[src/include/tto_pkg.sv]
// package for the timer toggle output block: register map, field positions, reset values
// assumes an 8-bit special-function register port shared with the core
package tto_pkg;
  localparam logic [7:0]  TTO_ADDR_CONTROL  = 8'hc8;
  localparam logic [7:0]  TTO_ADDR_CONFIG   = 8'hc9;
  localparam logic [7:0]  TTO_ADDR_RELOAD_L = 8'hca;
  localparam logic [7:0]  TTO_ADDR_RELOAD_H = 8'hcb;
  localparam logic [7:0]  TTO_ADDR_COUNT_L  = 8'hcc;
  localparam logic [7:0]  TTO_ADDR_COUNT_H  = 8'hcd;
  // control register fields
  localparam int          TTO_CN_OVF        = 7;
  localparam int          TTO_CN_EXF        = 6;
  localparam int          TTO_CN_EXEN       = 3;
  localparam int          TTO_CN_RUN        = 2;
  localparam int          TTO_CN_CT         = 1;
  localparam int          TTO_CN_CPRL       = 0;
  // configuration register fields
  localparam int          TTO_CF_TOG        = 2;
  localparam int          TTO_CF_OE         = 1;
  localparam int          TTO_CF_COUNT_DOWN_ENABLE       = 0;
  localparam logic [7:0]  TTO_CN_RESET      = 8'h00;
  localparam logic [7:0]  TTO_CF_RESET      = 8'h00;
  localparam logic [7:0]  TTO_CN_WMASK      = 8'hcf;
  localparam logic [7:0]  TTO_CF_WMASK      = 8'h1f;
  localparam logic [15:0] TTO_COUNT_MAX     = 16'hffff;
  localparam logic [15:0] TTO_ZERO16        = 16'h0000;
  localparam logic [7:0]  TTO_ZERO8         = 8'h00;

  typedef struct packed {
    logic       wrEn;
    logic       rdEn;
    logic [7:0] addr;
    logic [7:0] wrData;
  } tto_sfr_req_t;

  typedef struct packed {
    logic       ovf;
    logic       up;
    logic       reload;
  } tto_event_t;
endpackage

[src/tto_counter.sv]
// 16-bit up/down counter core with overflow/underflow detection and reload
// assumes the caller supplies a one-cycle tick per timer clock and the reload value
module tto_counter
  import tto_pkg::*;
(
  input  wire logic              clk_sys,    // system clock
  input  wire logic              nrst,       // synchronous reset, active low
  input  wire logic              tick,       // one count event
  input  wire logic              countUp,    // direction
  input  wire logic [15:0]       reloadVal,  // reload/capture value
  input  wire logic              loadEn,     // software write to count
  input  wire logic [15:0]       loadVal,    // value written
  input  wire logic              extReload,  // reload request from the external pin
  output logic [15:0]            count,      // current count
  output tto_pkg::tto_event_t    evt         // overflow/underflow pulse
);
  import tto_pkg::*;

  logic [15:0] count_q, count_d;
  tto_event_t  evt_d;

  always_comb begin
    count_d     = count_q;
    evt_d       = '0;
    evt_d.up    = countUp;
    if (loadEn) begin
      count_d = loadVal;
    end else if (extReload) begin
      count_d      = countUp ? reloadVal : TTO_COUNT_MAX;
      evt_d.reload = 1'b1;
    end else if (tick) begin
      if (countUp) begin
        if (count_q == TTO_COUNT_MAX) begin
          count_d   = reloadVal;
          evt_d.ovf = 1'b1;
        end else begin
          count_d = count_q + 16'h0001;
        end
      end else begin
        if (count_q == reloadVal) begin
          count_d   = TTO_COUNT_MAX;
          evt_d.ovf = 1'b1;
        end else begin
          count_d = count_q - 16'h0001;
        end
      end
    end
  end

  always_ff @(posedge clk_sys) begin
    if (!nrst) begin
      count_q <= TTO_ZERO16;
    end else begin
      count_q <= count_d;
    end
  end

  assign count = count_q;
  assign evt   = evt_d;
endmodule

[src/tto_timer_toggle.sv]
// What this block does
// - toggle output inverts on every overflow or underflow, 50% duty wave
// - counting down, underflow when count equals reload value, then load 0xffff
// - counting up, overflow on wrap past maximum, then load reload value
// - toggle level reaches the pin only while output enable is one
// - writing run bit one starts counting and toggling
// - toggle state bit reads the output level; writing it forces the level
// - half period is 65536 minus reload value, counting up or down
// - with decrement enable in auto-reload, direction pin sets direction
// - each overflow or underflow sets flag bit 7 and requests interrupt
// - in auto-reload external flag inverts on every event, no interrupt
// - direction enabled in auto-reload: pin high counts up, pin low counts down
//
// timer with toggle output; registers on an 8-bit special-function register port
// assumes all inputs synchronous to clk_sys; timer clock is a one-cycle tick input
module tto_timer_toggle
  import tto_pkg::*;
(
  input  wire logic                 clk_sys,        // system clock 200 MHz
  input  wire logic                 nrst,           // synchronous reset, active low
  input  wire tto_pkg::tto_sfr_req_t sfrReq,        // register access request
  output logic [7:0]                sfrRdData,      // read data, registered
  input  wire logic                 timerTick,      // selected timer clock event
  input  wire logic                 dirTrigPin,     // direction/trigger pin level
  output logic                      toggleOutPin,   // toggle output level
  output logic                      toggleOutOe,    // pin driven while high
  output logic                      irqReq          // overflow interrupt request
);
  import tto_pkg::*;

  logic [7:0]  ctrl_q, ctrl_d;
  logic [7:0]  cfg_q, cfg_d;
  logic [15:0] reload_q, reload_d;
  logic        tog_q, tog_d;
  logic        dirPin_q, dirPin_d;
  logic [7:0]  rd_q, rd_d;
  logic        oe_q, oe_d;
  logic        pin_q, pin_d;
  logic        irq_q, irq_d;

  logic [15:0] count;
  tto_event_t  evt;
  logic        running;
  logic        countUp;
  logic        extReload;
  logic        cntLoad;
  logic [15:0] cntLoadVal;

  function automatic logic hit(input tto_sfr_req_t r, input logic [7:0] a);
    return r.wrEn && (r.addr == a);
  endfunction

  assign running = ctrl_q[TTO_CN_RUN];
  // direction from the pin only in auto-reload with decrement enable
  assign countUp = !(cfg_q[TTO_CF_COUNT_DOWN_ENABLE] && !ctrl_q[TTO_CN_CPRL]) || dirTrigPin;
  // falling edge of the pin reloads only when it is not steering direction
  assign extReload = running && ctrl_q[TTO_CN_EXEN] && !cfg_q[TTO_CF_COUNT_DOWN_ENABLE]
                     && !ctrl_q[TTO_CN_CPRL] && dirPin_q && !dirTrigPin;
  assign cntLoad    = hit(sfrReq, TTO_ADDR_COUNT_L) || hit(sfrReq, TTO_ADDR_COUNT_H);
  assign cntLoadVal = hit(sfrReq, TTO_ADDR_COUNT_L) ? {count[15:8], sfrReq.wrData}
                                                    : {sfrReq.wrData, count[7:0]};

  tto_counter u_counter (
    .clk_sys   (clk_sys),
    .nrst      (nrst),
    .tick      (timerTick && running),
    .countUp   (countUp),
    .reloadVal (reload_q),
    .loadEn    (cntLoad),
    .loadVal   (cntLoadVal),
    .extReload (extReload),
    .count     (count),
    .evt       (evt)
  );

  // register file; hardware set wins over a software clear in the same cycle
  always_comb begin
    ctrl_d   = ctrl_q;
    cfg_d    = cfg_q;
    reload_d = reload_q;
    tog_d    = tog_q;
    dirPin_d = dirTrigPin;
    if (hit(sfrReq, TTO_ADDR_CONTROL)) begin
      ctrl_d = sfrReq.wrData & TTO_CN_WMASK;
    end
    if (hit(sfrReq, TTO_ADDR_CONFIG)) begin
      cfg_d = sfrReq.wrData & TTO_CF_WMASK;
      tog_d = sfrReq.wrData[TTO_CF_TOG];
    end
    if (hit(sfrReq, TTO_ADDR_RELOAD_L)) begin
      reload_d[7:0] = sfrReq.wrData;
    end
    if (hit(sfrReq, TTO_ADDR_RELOAD_H)) begin
      reload_d[15:8] = sfrReq.wrData;
    end
    if (evt.ovf) begin
      ctrl_d[TTO_CN_OVF] = 1'b1;
      tog_d              = !tog_d;
      if (!ctrl_q[TTO_CN_CPRL]) begin
        ctrl_d[TTO_CN_EXF] = !ctrl_d[TTO_CN_EXF];
      end
    end
    if (evt.reload) begin
      ctrl_d[TTO_CN_EXF] = 1'b1;
    end
  end

  always_ff @(posedge clk_sys) begin
    if (!nrst) begin
      ctrl_q   <= TTO_CN_RESET;
      cfg_q    <= TTO_CF_RESET;
      reload_q <= TTO_ZERO16;
      tog_q    <= 1'b0;
      dirPin_q <= 1'b0;
    end else begin
      ctrl_q   <= ctrl_d;
      cfg_q    <= cfg_d;
      reload_q <= reload_d;
      tog_q    <= tog_d;
      dirPin_q <= dirPin_d;
    end
  end

  // outputs, all from flops; the external flag feeds irq only in capture mode, so the pin edge flag of auto-reload does not
  always_comb begin
    rd_d = TTO_ZERO8;
    if (sfrReq.rdEn) begin
      unique case (sfrReq.addr)
        TTO_ADDR_CONTROL:  rd_d = ctrl_q;
        TTO_ADDR_CONFIG:   rd_d = {cfg_q[7:3], tog_q, cfg_q[1:0]};
        TTO_ADDR_RELOAD_L: rd_d = reload_q[7:0];
        TTO_ADDR_RELOAD_H: rd_d = reload_q[15:8];
        TTO_ADDR_COUNT_L:  rd_d = count[7:0];
        TTO_ADDR_COUNT_H:  rd_d = count[15:8];
        default:           rd_d = TTO_ZERO8;
      endcase
    end
    oe_d  = cfg_d[TTO_CF_OE];
    pin_d = tog_d;
    // overflow flag always requests; external flag only in capture mode
    irq_d = ctrl_d[TTO_CN_OVF] || (ctrl_d[TTO_CN_EXF] && ctrl_d[TTO_CN_CPRL]);
  end

  always_ff @(posedge clk_sys) begin
    if (!nrst) begin
      rd_q  <= TTO_ZERO8;
      oe_q  <= 1'b0;
      pin_q <= 1'b0;
      irq_q <= 1'b0;
    end else begin
      rd_q  <= rd_d;
      oe_q  <= oe_d;
      pin_q <= pin_d;
      irq_q <= irq_d;
    end
  end

  assign sfrRdData    = rd_q;
  assign toggleOutOe  = oe_q;
  assign toggleOutPin = pin_q;
  assign irqReq       = irq_q;
endmodule

[config.mk]
export PLATFORM = sky130hd
export DESIGN_NAME = tto_timer_toggle
export DESIGN_NICKNAME = d
export VERILOG_FILES = /design/src/include/tto_pkg.sv /design/src/tto_counter.sv /design/src/tto_timer_toggle.sv
export SDC_FILE = /design/constraint.sdc
export NUM_CORES = 1
export LEC_CHECK = 0
export BUFFER_PORTS_ARGS = -buffer_cell sky130_fd_sc_hd__buf_4
export CORE_UTILIZATION = 25
export DETAILED_ROUTE_END_ITERATION = 10
export PLACE_DENSITY = 0.39
export REMOVE_ABC_BUFFERS = 1
export SLEW_MARGIN = 20
export SYNTH_ARGS = -nofsm -noshare
export SYNTH_HDL_FRONTEND = slang
export SYNTH_HIERARCHICAL = 1
export SYNTH_SLANG_ARGS = --single-unit
[constraint.sdc]
create_clock -name clk_sys -period 4.4 [get_ports clk_sys]
set_input_delay 1.32 -clock clk_sys [delete_from_list [all_inputs] [get_ports clk_sys]]
set_output_delay 1.32 -clock clk_sys [all_outputs]
set_load 0.005 [all_outputs]
==> summary.txt, run 1 <==
Final Util: 29.96%
GR Overflow Total: 0
status: finished clean
port bufs: 32
CTS-repair resized insts: 0
Die ar.: 16560 um^2
hold crit path type: reg2reg
synth warn: 6
maximum VDD drop: 0.1385 mV
dpl hpwl: 10.76 mm
kind of critical path: in2reg
Max-Cap Viols: 0
Core Region: 15430 um^2
DR WL/cell: 20.68 um
total track usage: 18.56%
Final WS setup: 0.9295 ns
DRC: 0
hold_buf cts: 0
Detailed Route Iter0 Violations: 369
pre-CTS setup slack: 0.6578 ns
WP data arrival: 3.71 ns
share of post-route cells with drive strength above 1: 18.06%
final setup fails: 0
I/O Pins: 33
CTS Buf Count: 5
crit path max fanout: 8
fin crit share: 78.87%
ant diodes: 0
Seq pwr share: 45.9%
Root Buffer: clkbuf_16
vias in the first global route: 3719
Synth Instances: 481
CTS tree: yes
combinational share of power: 7.5%
post-DR vias/cell: 5.400
Pleak: 1.963 nW
Worst-Margin Slew: 0.8183 ns
Pint: 0.7886 mW
Slew headroom: 44.95%
crit start category: input pin
row cnt: 45
clk_lat worst skew: 0.31 ns
largest net degree at the start of global routing: 26
H-Tree Depth: 2
Die Wd: 128.7 um
minimum clock period: 3.470 ns
Worst-path clk slew: 0.08 ns
drt total wl: 14.79 mm
Switching Power: 0.2608 mW
setup TNS: 0 ns
Mapped Area: 4011 um^2
Nets: 527
Req. time, crit path: 4.64 ns
FMAX: 288.1 MHz
Crit. End Element: flip-flop
vias: 3861
final clock skew: 0.006585 ns
routability cong.: 0.8732
Die H: 128.7 um
final hold violation count: 0
clk sinks: 53
starting density of the core: 26.00%
post-route ant nets: 0
RSZ-0062 raised after global routing: no
antenna violations before repair: 0
Switching Fraction: 24.85%
Post CTS Setup Buffer Count: 0
P&R area growth vs syn: 15.22%
Pwr Density: 227.0 nW/um^2
DRT Pass-1 Iters: 5
first-pass GRT wire length: 22.67 mm
worst-case clock buffer depth: 2
Slew Limit Fails: 0
Clk pwr share: 46.6%
Mapped Avg Cell Area: 8.340 um^2
==> path summary, 6_finish.rpt <==
check / startpoint / to / slack [ns] / cells after the start
min reg2reg: ctrl_q[1] / ctrl_q[1] / 0.53 / 2
min: ctrl_q[1] / ctrl_q[1] / 0.53 / 2
max: sfrReq[11] / u_counter/count[14] / 0.93 / 11
max reg2reg: u_counter/count[1] / ctrl_q[6] / 1.04 / 11
==> power by group through the flow <==
stage | Sequential (mW) | Combinational (mW) | Clock (mW)
3_3_place_gp | 0.493 | 0.0786 | 0
4_1_cts | 0.482 | 0.0788 | 0.503
6_report | 0.482 | 0.0782 | 0.489
5_1_grt | 0.482 | 0.0850 | 0.522
2_1_floorplan | 0.493 | 0.0317 | 0
3_5_place_dp | 0.493 | 0.0785 | 0
==> sequential cells by signal (all words and copies together) (netlist names) <==
signal           cells
cfg_q                3
ctrl_q               6
dirPin_q             1
irqReq               1
reload_q            16
sfrRdData            8
toggleOutOe          1
toggleOutPin         1
u_counter/count     16
==> worst max-delay path, cell delays in order <==
cell and delay (ns):
buf_4 0.10, and3_1 0.28, nand3_1 0.16, nor2_1 0.09
nor2_1 0.44, buf_4 0.23, and3_1 0.39, nand2b_1 0.18
mux2i_1 0.08, a22o_1 0.25, a22oi_1 0.17
==> per-layer routing <==
layer  vias to the layer above  track usage, %  routed length, um
met2                       132           29.44               6666
met5                         -               0                  0
li1                       1815               -                  -
met4                         0           6.159                294
met1                      1891           25.13               6925
met3                        23           3.617                901
==> layout by cell type (no fill, tap or decap), drive strengths merged, types with 5 or more instances in the layout <==
cell type  instances
nand2b             5
nor2              37
nand4              7
nor2b             27
o221ai             5
xnor2             13
or4                5
a21oi             20
nand2             29
dfxtp             53
nor3               9
buf               47
inv               16
mux2i             41
o21ai             30
nor4               9
xor2              21
a211oi             8
mux2              19
nand3             15
clkbuf             5
o22ai              5
and3               7
==> through the flow <==
stage          power (mW)  std cells  hold WS [ns]  area, um^2
6_report            1.049        715        0.5317        4622
2_1_floorplan      0.5245        449        0.4807        3830
4_1_cts             1.063        715        0.5346        4622
3_3_place_gp       0.5721        707        0.5091        4447
3_5_place_dp       0.5719        707        0.5159        4447
5_1_grt             1.090        715        0.5542        4622
==> cell type report <==
cell class | instances | area (um^2)
flip-flops and latches | 53 | 1061
fillers | 1677 | 10810
clock buffers | 5 | 125.1
multi-input cells | 381 | 2713
repair buffers | 47 | 352.8
clock inverters | 3 | 50.05
well taps | 211 | 264.0
inverters | 15 | 56.30
No activity file was read; power rests on OpenSTA's default activity.
==> inputs of run 2 (changes only) <==
--- a/config.mk
+++ b/config.mk
@@ -5,10 +5,11 @@
 export SDC_FILE = /design/constraint.sdc
 export NUM_CORES = 1
 export LEC_CHECK = 0
+export ABC_AREA = 1
 export BUFFER_PORTS_ARGS = -buffer_cell sky130_fd_sc_hd__buf_4
 export CORE_UTILIZATION = 25
 export DETAILED_ROUTE_END_ITERATION = 10
-export PLACE_DENSITY = 0.39
+export PLACE_DENSITY = 0.4
 export REMOVE_ABC_BUFFERS = 1
 export SLEW_MARGIN = 20
 export SYNTH_ARGS = -nofsm -noshare
==> constraint.sdc (replaced) <==
create_clock -name clk_sys -period 2.8 [get_ports clk_sys]
set_input_delay 0.84 -clock clk_sys [delete_from_list [all_inputs] [get_ports clk_sys]]
set_output_delay 0.84 -clock clk_sys [all_outputs]
set_load 0.005 [all_outputs]
==> run 2 against run 1 <==
Largest cell class unchanged. Die area rose by 7.7%. Design area rose by 9.1%. Via count is 24% higher. Combinational power rose by 68%. Register-to-register slack got worse by 0.69 ns. Routed wire length rose by 16%. Sequential power up 57%. Non-clock buffer count increased by 11. Sequential share of layout area shrank 1.9 points. Highest routed layer unchanged. First-iteration DRC count fell by 24%. Synthesized cell count is 53% higher.
==> summary.txt, run 2 <==
P&R area growth vs syn: 16.64%
H-Tree Depth: 2 (unchanged)
Die Wd: 133.5 um (+3.8%)
worst r2r src: u_counter/count[15]
Req. time, crit path: 2.99 ns (-1.65 ns)
share of post-route cells with drive strength above 1: 15.42% (-2.6 points)
minimum clock period: 2.530 ns
Die ar.: 17830 um^2 (+7.7%)
row cnt: 47 (+4.4%)
HP Start: ctrl_q[1]
Slowest-stage cell, CP: nor2_1
DRT Pass-1 Iters: 5 (unchanged)
Worst-path clk slew: 0.07 ns (about the same)
CTS Buf Count: 5 (unchanged)
Synth Instances: 736 (+53%)
DRC: 0 (unchanged)
Hold EP: ctrl_q[1]
worst-case clock buffer depth: 2 (unchanged)
largest net degree at the start of global routing: 33 (+27%)
Final WS setup: 0.2699 ns (-0.6597 ns)
hold_buf cts: 0 (unchanged)
Post-Place Cells: 990 (+40%)
first-pass GRT wire length: 26.43 mm (+17%)
worst path cell trace: buf_4 -> nand2_1 -> nor2_1 -> nand2_2 -> a21oi_4 -> nor2_1 -> nand3_1 -> nor2_2 -> inv_1 -> nor2_1 -> inv_1 -> nand3_1 -> nand3_1 -> nand2_1 -> nand2_1
port bufs: 32 (unchanged)
clk sinks: 53 (unchanged)
maximum VDD drop: 0.2034 mV (+47%)
largest delay contributor family on the critical path: simple AND/OR/NAND/NOR gates
Worst-Margin Slew: 0.5935 ns (-0.2248 ns)
Die H: 133.5 um (+3.8%)
CP peak stage delay: 0.29 ns (-0.15 ns)
GR Overflow Total: 0 (unchanged)
Hold Path Depth: 2 (unchanged)
ant diodes: 0 (unchanged)
Worst Path Buf+Inv: 3 (+1)
RSZ-0062 raised after global routing: no
final hold violation count: 0 (unchanged)
Pwr Density: 301.6 nW/um^2 (+33%)
total track usage: 19.62% (+1.1 points)
Slew Limit Fails: 0 (unchanged)
reg-to-reg endpoint: irqReq
Root Buffer: clkbuf_16
crit start category: input pin
DR WL/cell: 17.21 um (-17%)
status: finished clean
post-route ant nets: 0 (unchanged)
dpl hpwl: 13.84 mm (+29%)
Slew headroom: 60.39% (+15 points)
Power Total: 1.521 mW (+45%)
synth warn: 6 (unchanged)
WP data arrival: 2.72 ns (-0.99 ns)
FMAX: 395.2 MHz
clk_lat worst skew: 0.30 ns (about the same)
commonest cells after routing, fill and taps aside: nand2_1 (218), inv_1 (103), nor2_1 (92)
antenna violations before repair: 0 (unchanged)
final setup fails: 0 (unchanged)
fin crit share: 90.36%
design area: 5044 um^2 (+9.1%)
Pleak: 2.238 nW (+14%)
Layout Cells excl Fill: 998 (+40%)
crit path max fanout: 6 (-2)
vias in the first global route: 4462 (+20%)
starting density of the core: 25.80% (-0.20 points)
setup TNS: 0 ns (unchanged)
Mapped Avg Cell Area: 5.875 um^2 (-30%)
CTS tree: yes
pre-CTS setup slack: -0.09958 ns (-0.7574 ns)
flop-to-flop setup slack: 0.35 ns (-0.69 ns)
Crit. End Element: flip-flop
CP startpoint: sfrReq[11]
hold crit path type: reg2reg
Detailed Route Iter0 Violations: 279 (-24%)
Nets: 801 (+52%)
vias: 4785 (+24%)
Post-DP Area: 4901 um^2 (+10%)
kind of critical path: in2reg
R2R depth: 17 (+6)
Core Region: 16760 um^2 (+8.6%)
post-DR vias/cell: 4.795 (-11%)
Mapped Area: 4324 um^2 (+7.8%)
drt total wl: 17.17 mm (+16%)
Max-Cap Viols: 0 (unchanged)
final clock skew: 0.008604 ns (+0.002019 ns)
I/O Pins: 33 (unchanged)
routability cong.: 0.8939 (+2.4%)
commonest non-fill, non-tap cell in the layout: nand2_1
run 2: tightest hold or removal path, cell delays in order, from the launching register on:
cell and delay [ns]:
dfxtp_1 0.30, inv_1 0.06, a21oi_1 0.06
run 2: worst max-delay path by stage:
| stage | endpoint | slack, ns | cells after the start |
|---|---|---|---|
| after floorplan | u_counter/count[12] | 0.03 | 10 |
| after global placement | irqReq | -0.16 | 15 |
| after CTS | irqReq | 0.21 | 15 |
| after detailed placement | irqReq | -0.1 | 15 |
| after global routing | ctrl_q[6] | 0.09 | 17 |
| final | irqReq | 0.27 | 15 |
run 2: routing by layer:
layer  vias to the layer above  part of all wire (%)  track usage [%]  wire (um)
li1                       2414                     -                -          -
met1                      2187                    47            26.95       8108
met2                       162                    46            31.92       7826
met3                        22                   5.0            2.359        854
met4                         0                   2.2            5.997        385
met5                         -                     0                0          0
run 2: final cells by class:
cell class | count | area [um^2]
multi-input combinational | 551 | 2724
timing repair buffer | 58 | 435.4
inverter | 108 | 407.9
sequential | 53 | 1061
tap | 220 | 275.3
clock buffer | 7 | 132.6
fill | 1928 | 11720
clock inverter | 1 | 7.507
run 2: metrics by stage:
step           hold WS, ns  utilization [%]
2_1_floorplan       0.4239                -
3_3_place_gp        0.4509            29.24
3_5_place_dp        0.4563            29.24
4_1_cts             0.4676            30.08
5_1_grt             0.5072            30.09
6_report            0.4625            30.09
run 2: repair_timing:
action	in CTS	in global routing
buffers inserted	0	0
setup endpoints to repair	0	2
gates resized for setup	0	1
run 2: report_power, final:
part,internal [mW],total (mW),switching [mW]
clock,0.334,0.632,0.298
combinational,0.0442,0.131,0.0871
sequential,0.755,0.758,0.00227
total,1.13,1.52,0.388
==> inputs of run 3 (changes only) <==
--- a/config.mk
+++ b/config.mk
@@ -7,9 +7,10 @@
 export LEC_CHECK = 0
 export ABC_AREA = 1
 export BUFFER_PORTS_ARGS = -buffer_cell sky130_fd_sc_hd__buf_4
-export CORE_UTILIZATION = 25
+export CORE_UTILIZATION = 40
+export CTS_CLUSTER_DIAMETER = 30
 export DETAILED_ROUTE_END_ITERATION = 10
-export PLACE_DENSITY = 0.4
+export PLACE_DENSITY = 0.58
 export REMOVE_ABC_BUFFERS = 1
 export SLEW_MARGIN = 20
 export SYNTH_ARGS = -nofsm -noshare
==> run 3 against run 2 <==
Global-route usage up 7.6 points. Count of clock-buffer cells in the layout down 2. Register-to-register slack worse by 0.13 ns. Largest power group unchanged. Highest routed layer unchanged.
==> summary.txt, run 3 (synthesized netlist as in run 2, its figures left out) <==
worst path cell trace: inv_1 -> nand2_1 -> nand2_1 -> nor2_1 -> nand2_1 -> nor2_1 -> nand2_1 -> nand2_1 -> nand3_1 -> nor2_1 -> inv_1 -> nor2_1 -> inv_1 -> nand3_1 -> nand3_1 -> nand2_1 -> nand2_1
final setup fails: 0 (unchanged)
Die H: 106.0 um (-21%)
Final WS setup: 0.2177 ns (-0.05213 ns)
largest delay contributor family on the critical path: simple AND/OR/NAND/NOR gates
Root Buffer: clkbuf_8
Crit. End Element: flip-flop
kind of critical path: reg2reg
share of post-route cells with drive strength above 1: 14.90% (-0.53 points)
cell mode on critical path: nand2_1
post-DR vias/cell: 5.351 (+12%)
crit path max fanout: 9 (+3)
P&R area growth vs syn: 12.47%
reg-to-reg endpoint: irqReq
commonest non-fill, non-tap cell in the layout: nand2_1
worst-case clock buffer depth: 2 (unchanged)
Req. time, crit path: 3.01 ns (+0.02 ns)
pre-CTS setup slack: 0.04016 ns (+0.1397 ns)
vias: 4859 (+1.5%)
first-pass GRT wire length: 23.68 mm (-10%)
Worst-path clk slew: 0.11 ns (+0.04 ns)
Nets: 795 (-0.75%)
final clock skew: 0.01229 ns (+0.003691 ns)
Pwr Density: 292.5 nW/um^2 (-3.0%)
port bufs: 32 (unchanged)
crit start category: flip-flop
Final Util: 46.69% (+17 points)
WP data arrival: 2.79 ns (+0.07 ns)
largest net degree at the start of global routing: 33 (unchanged)
starting density of the core: 41.51% (+16 points)
Post-DP Area: 4751 um^2 (-3.1%)
Slowest-stage cell, CP: dfxtp_1
FMAX: 387.3 MHz (-2.0%)
hold_buf cts: 0 (unchanged)
Worst-Margin Slew: 0.5696 ns (-0.02390 ns)
post-route ant nets: 0 (unchanged)
fin crit share: 92.22% (+1.9 points)
Layout Cells excl Fill: 908 (-9.0%)
DRC: 0 (unchanged)
Slew headroom: 61.99% (+1.6 points)
clk sinks: 53 (unchanged)
Crit. path cell count: 17 (+2)
R2R depth: 17 (unchanged)
drt total wl: 14.89 mm (-13%)
final hold violation count: 0 (unchanged)
routability cong.: 0.9581 (+7.2%)
crit path to: irqReq
Worst Path Buf+Inv: 3 (unchanged)
H-Tree Depth: 2 (unchanged)
setup TNS: 0 ns (unchanged)
Die Wd: 106.0 um (-21%)
Post CTS Setup Buffer Count: 0 (unchanged)
DR WL/cell: 16.40 um (-4.7%)
Core Region: 10420 um^2 (-38%)
maximum VDD drop: 0.2155 mV (+5.9%)
GR Overflow Total: 0 (unchanged)
RSZ-0062 raised after global routing: no
ant diodes: 0 (unchanged)
CP peak stage delay: 0.60 ns (+0.31 ns)
Slew Limit Fails: 0 (unchanged)
vias in the first global route: 4521 (+1.3%)
flop-to-flop setup slack: 0.22 ns (-0.13 ns)
design area: 4863 um^2 (-3.6%)
worst r2r src: u_counter/count[3]
antenna violations before repair: 0 (unchanged)
commonest cells after routing, fill and taps aside: nand2_1 (218), inv_1 (103), nor2_1 (93)
Post-Place Cells: 900 (-9.1%)
I/O Pins: 33 (unchanged)
CTS tree: yes
Die ar.: 11230 um^2 (-37%)
Max-Cap Viols: 0 (unchanged)
minimum clock period: 2.582 ns (+0.05213 ns)
clk_lat worst skew: 0.32 ns (+0.02 ns)
Pleak: 2.202 nW (-1.6%)
CTS-repair resized insts: 0 (unchanged)
dpl hpwl: 11.66 mm (-16%)
CTS Buf Count: 5 (unchanged)
CP startpoint: u_counter/count[3]
DRT Pass-1 Iters: 5 (unchanged)
status: finished clean
hold crit path type: reg2reg
Detailed Route Iter0 Violations: 413 (+48%)
row cnt: 37 (-21%)
total track usage: 27.26% (+7.6 points)
[run 3: cell count changes in the layout (fill, tap and decap cells not counted)]
cell        previous run  this run
nor2_1                92        93
clkinvlp_4             1         0
nor2_2                12        11
clkinv_2               0         1
clkbuf_8               0         5
clkbuf_16              5         0
bufinv_16              0         1
inv_6                  0         1
buf_4                 58        52
clkbuf_1               2         0
[run 3: through the flow]
stage | hold WS [ns] | power [mW]
2_1_floorplan | 0.4239 | 0.8366
6_report | 0.4564 | 1.422
3_3_place_gp | 0.4356 | 0.8989
5_1_grt | 0.4926 | 1.488
3_5_place_dp | 0.4401 | 0.8995
4_1_cts | 0.4547 | 1.440
[run 3: worst min-delay path, cell delays in order (launching register included)]
cell and delay (ns):
dfxtp_1 0.31, inv_1 0.06, a21oi_1 0.05
[run 3: layout make-up]
class / count / area (um^2)
clock buffers: 5 / 68.82
flip-flops and latches: 53 / 1061
multi-input cells: 551 / 2721
fillers: 1115 / 5553
clock inverters: 3 / 43.79
inverters: 108 / 407.9
repair buffers: 52 / 390.4
well taps: 136 / 170.2
[run 3: how the worst min path moves through the flow]
| stage | start | to | slack, ns | cells after the start |
|---|---|---|---|---|
| after floorplan | ctrl_q[1] | ctrl_q[1] | 0.42 | 2 |
| after global routing | ctrl_q[1] | ctrl_q[1] | 0.49 | 2 |
| after detailed placement | ctrl_q[1] | ctrl_q[1] | 0.44 | 2 |
| after CTS | ctrl_q[1] | ctrl_q[1] | 0.45 | 2 |
| final | ctrl_q[1] | ctrl_q[1] | 0.46 | 2 |
| after global placement | ctrl_q[1] | ctrl_q[1] | 0.44 | 2 |
[run 3: metal layers]
layer / track usage (%) / part of all wire (%) / up-vias
met4: 10.42 / 2.7 / 0
met5: 0 / 0 / -
met3: 2.943 / 7.1 / 34
met2: 45.14 / 47 / 219
li1: - / - / 2398
met1: 36.36 / 44 / 2208
[run 3: where the power goes]
part	internal (mW)	total, mW	switching, mW
Clock	0.269	0.538	0.270
Combinational	0.0439	0.126	0.0822
Sequential	0.756	0.758	0.00252
Total	1.07	1.42	0.354
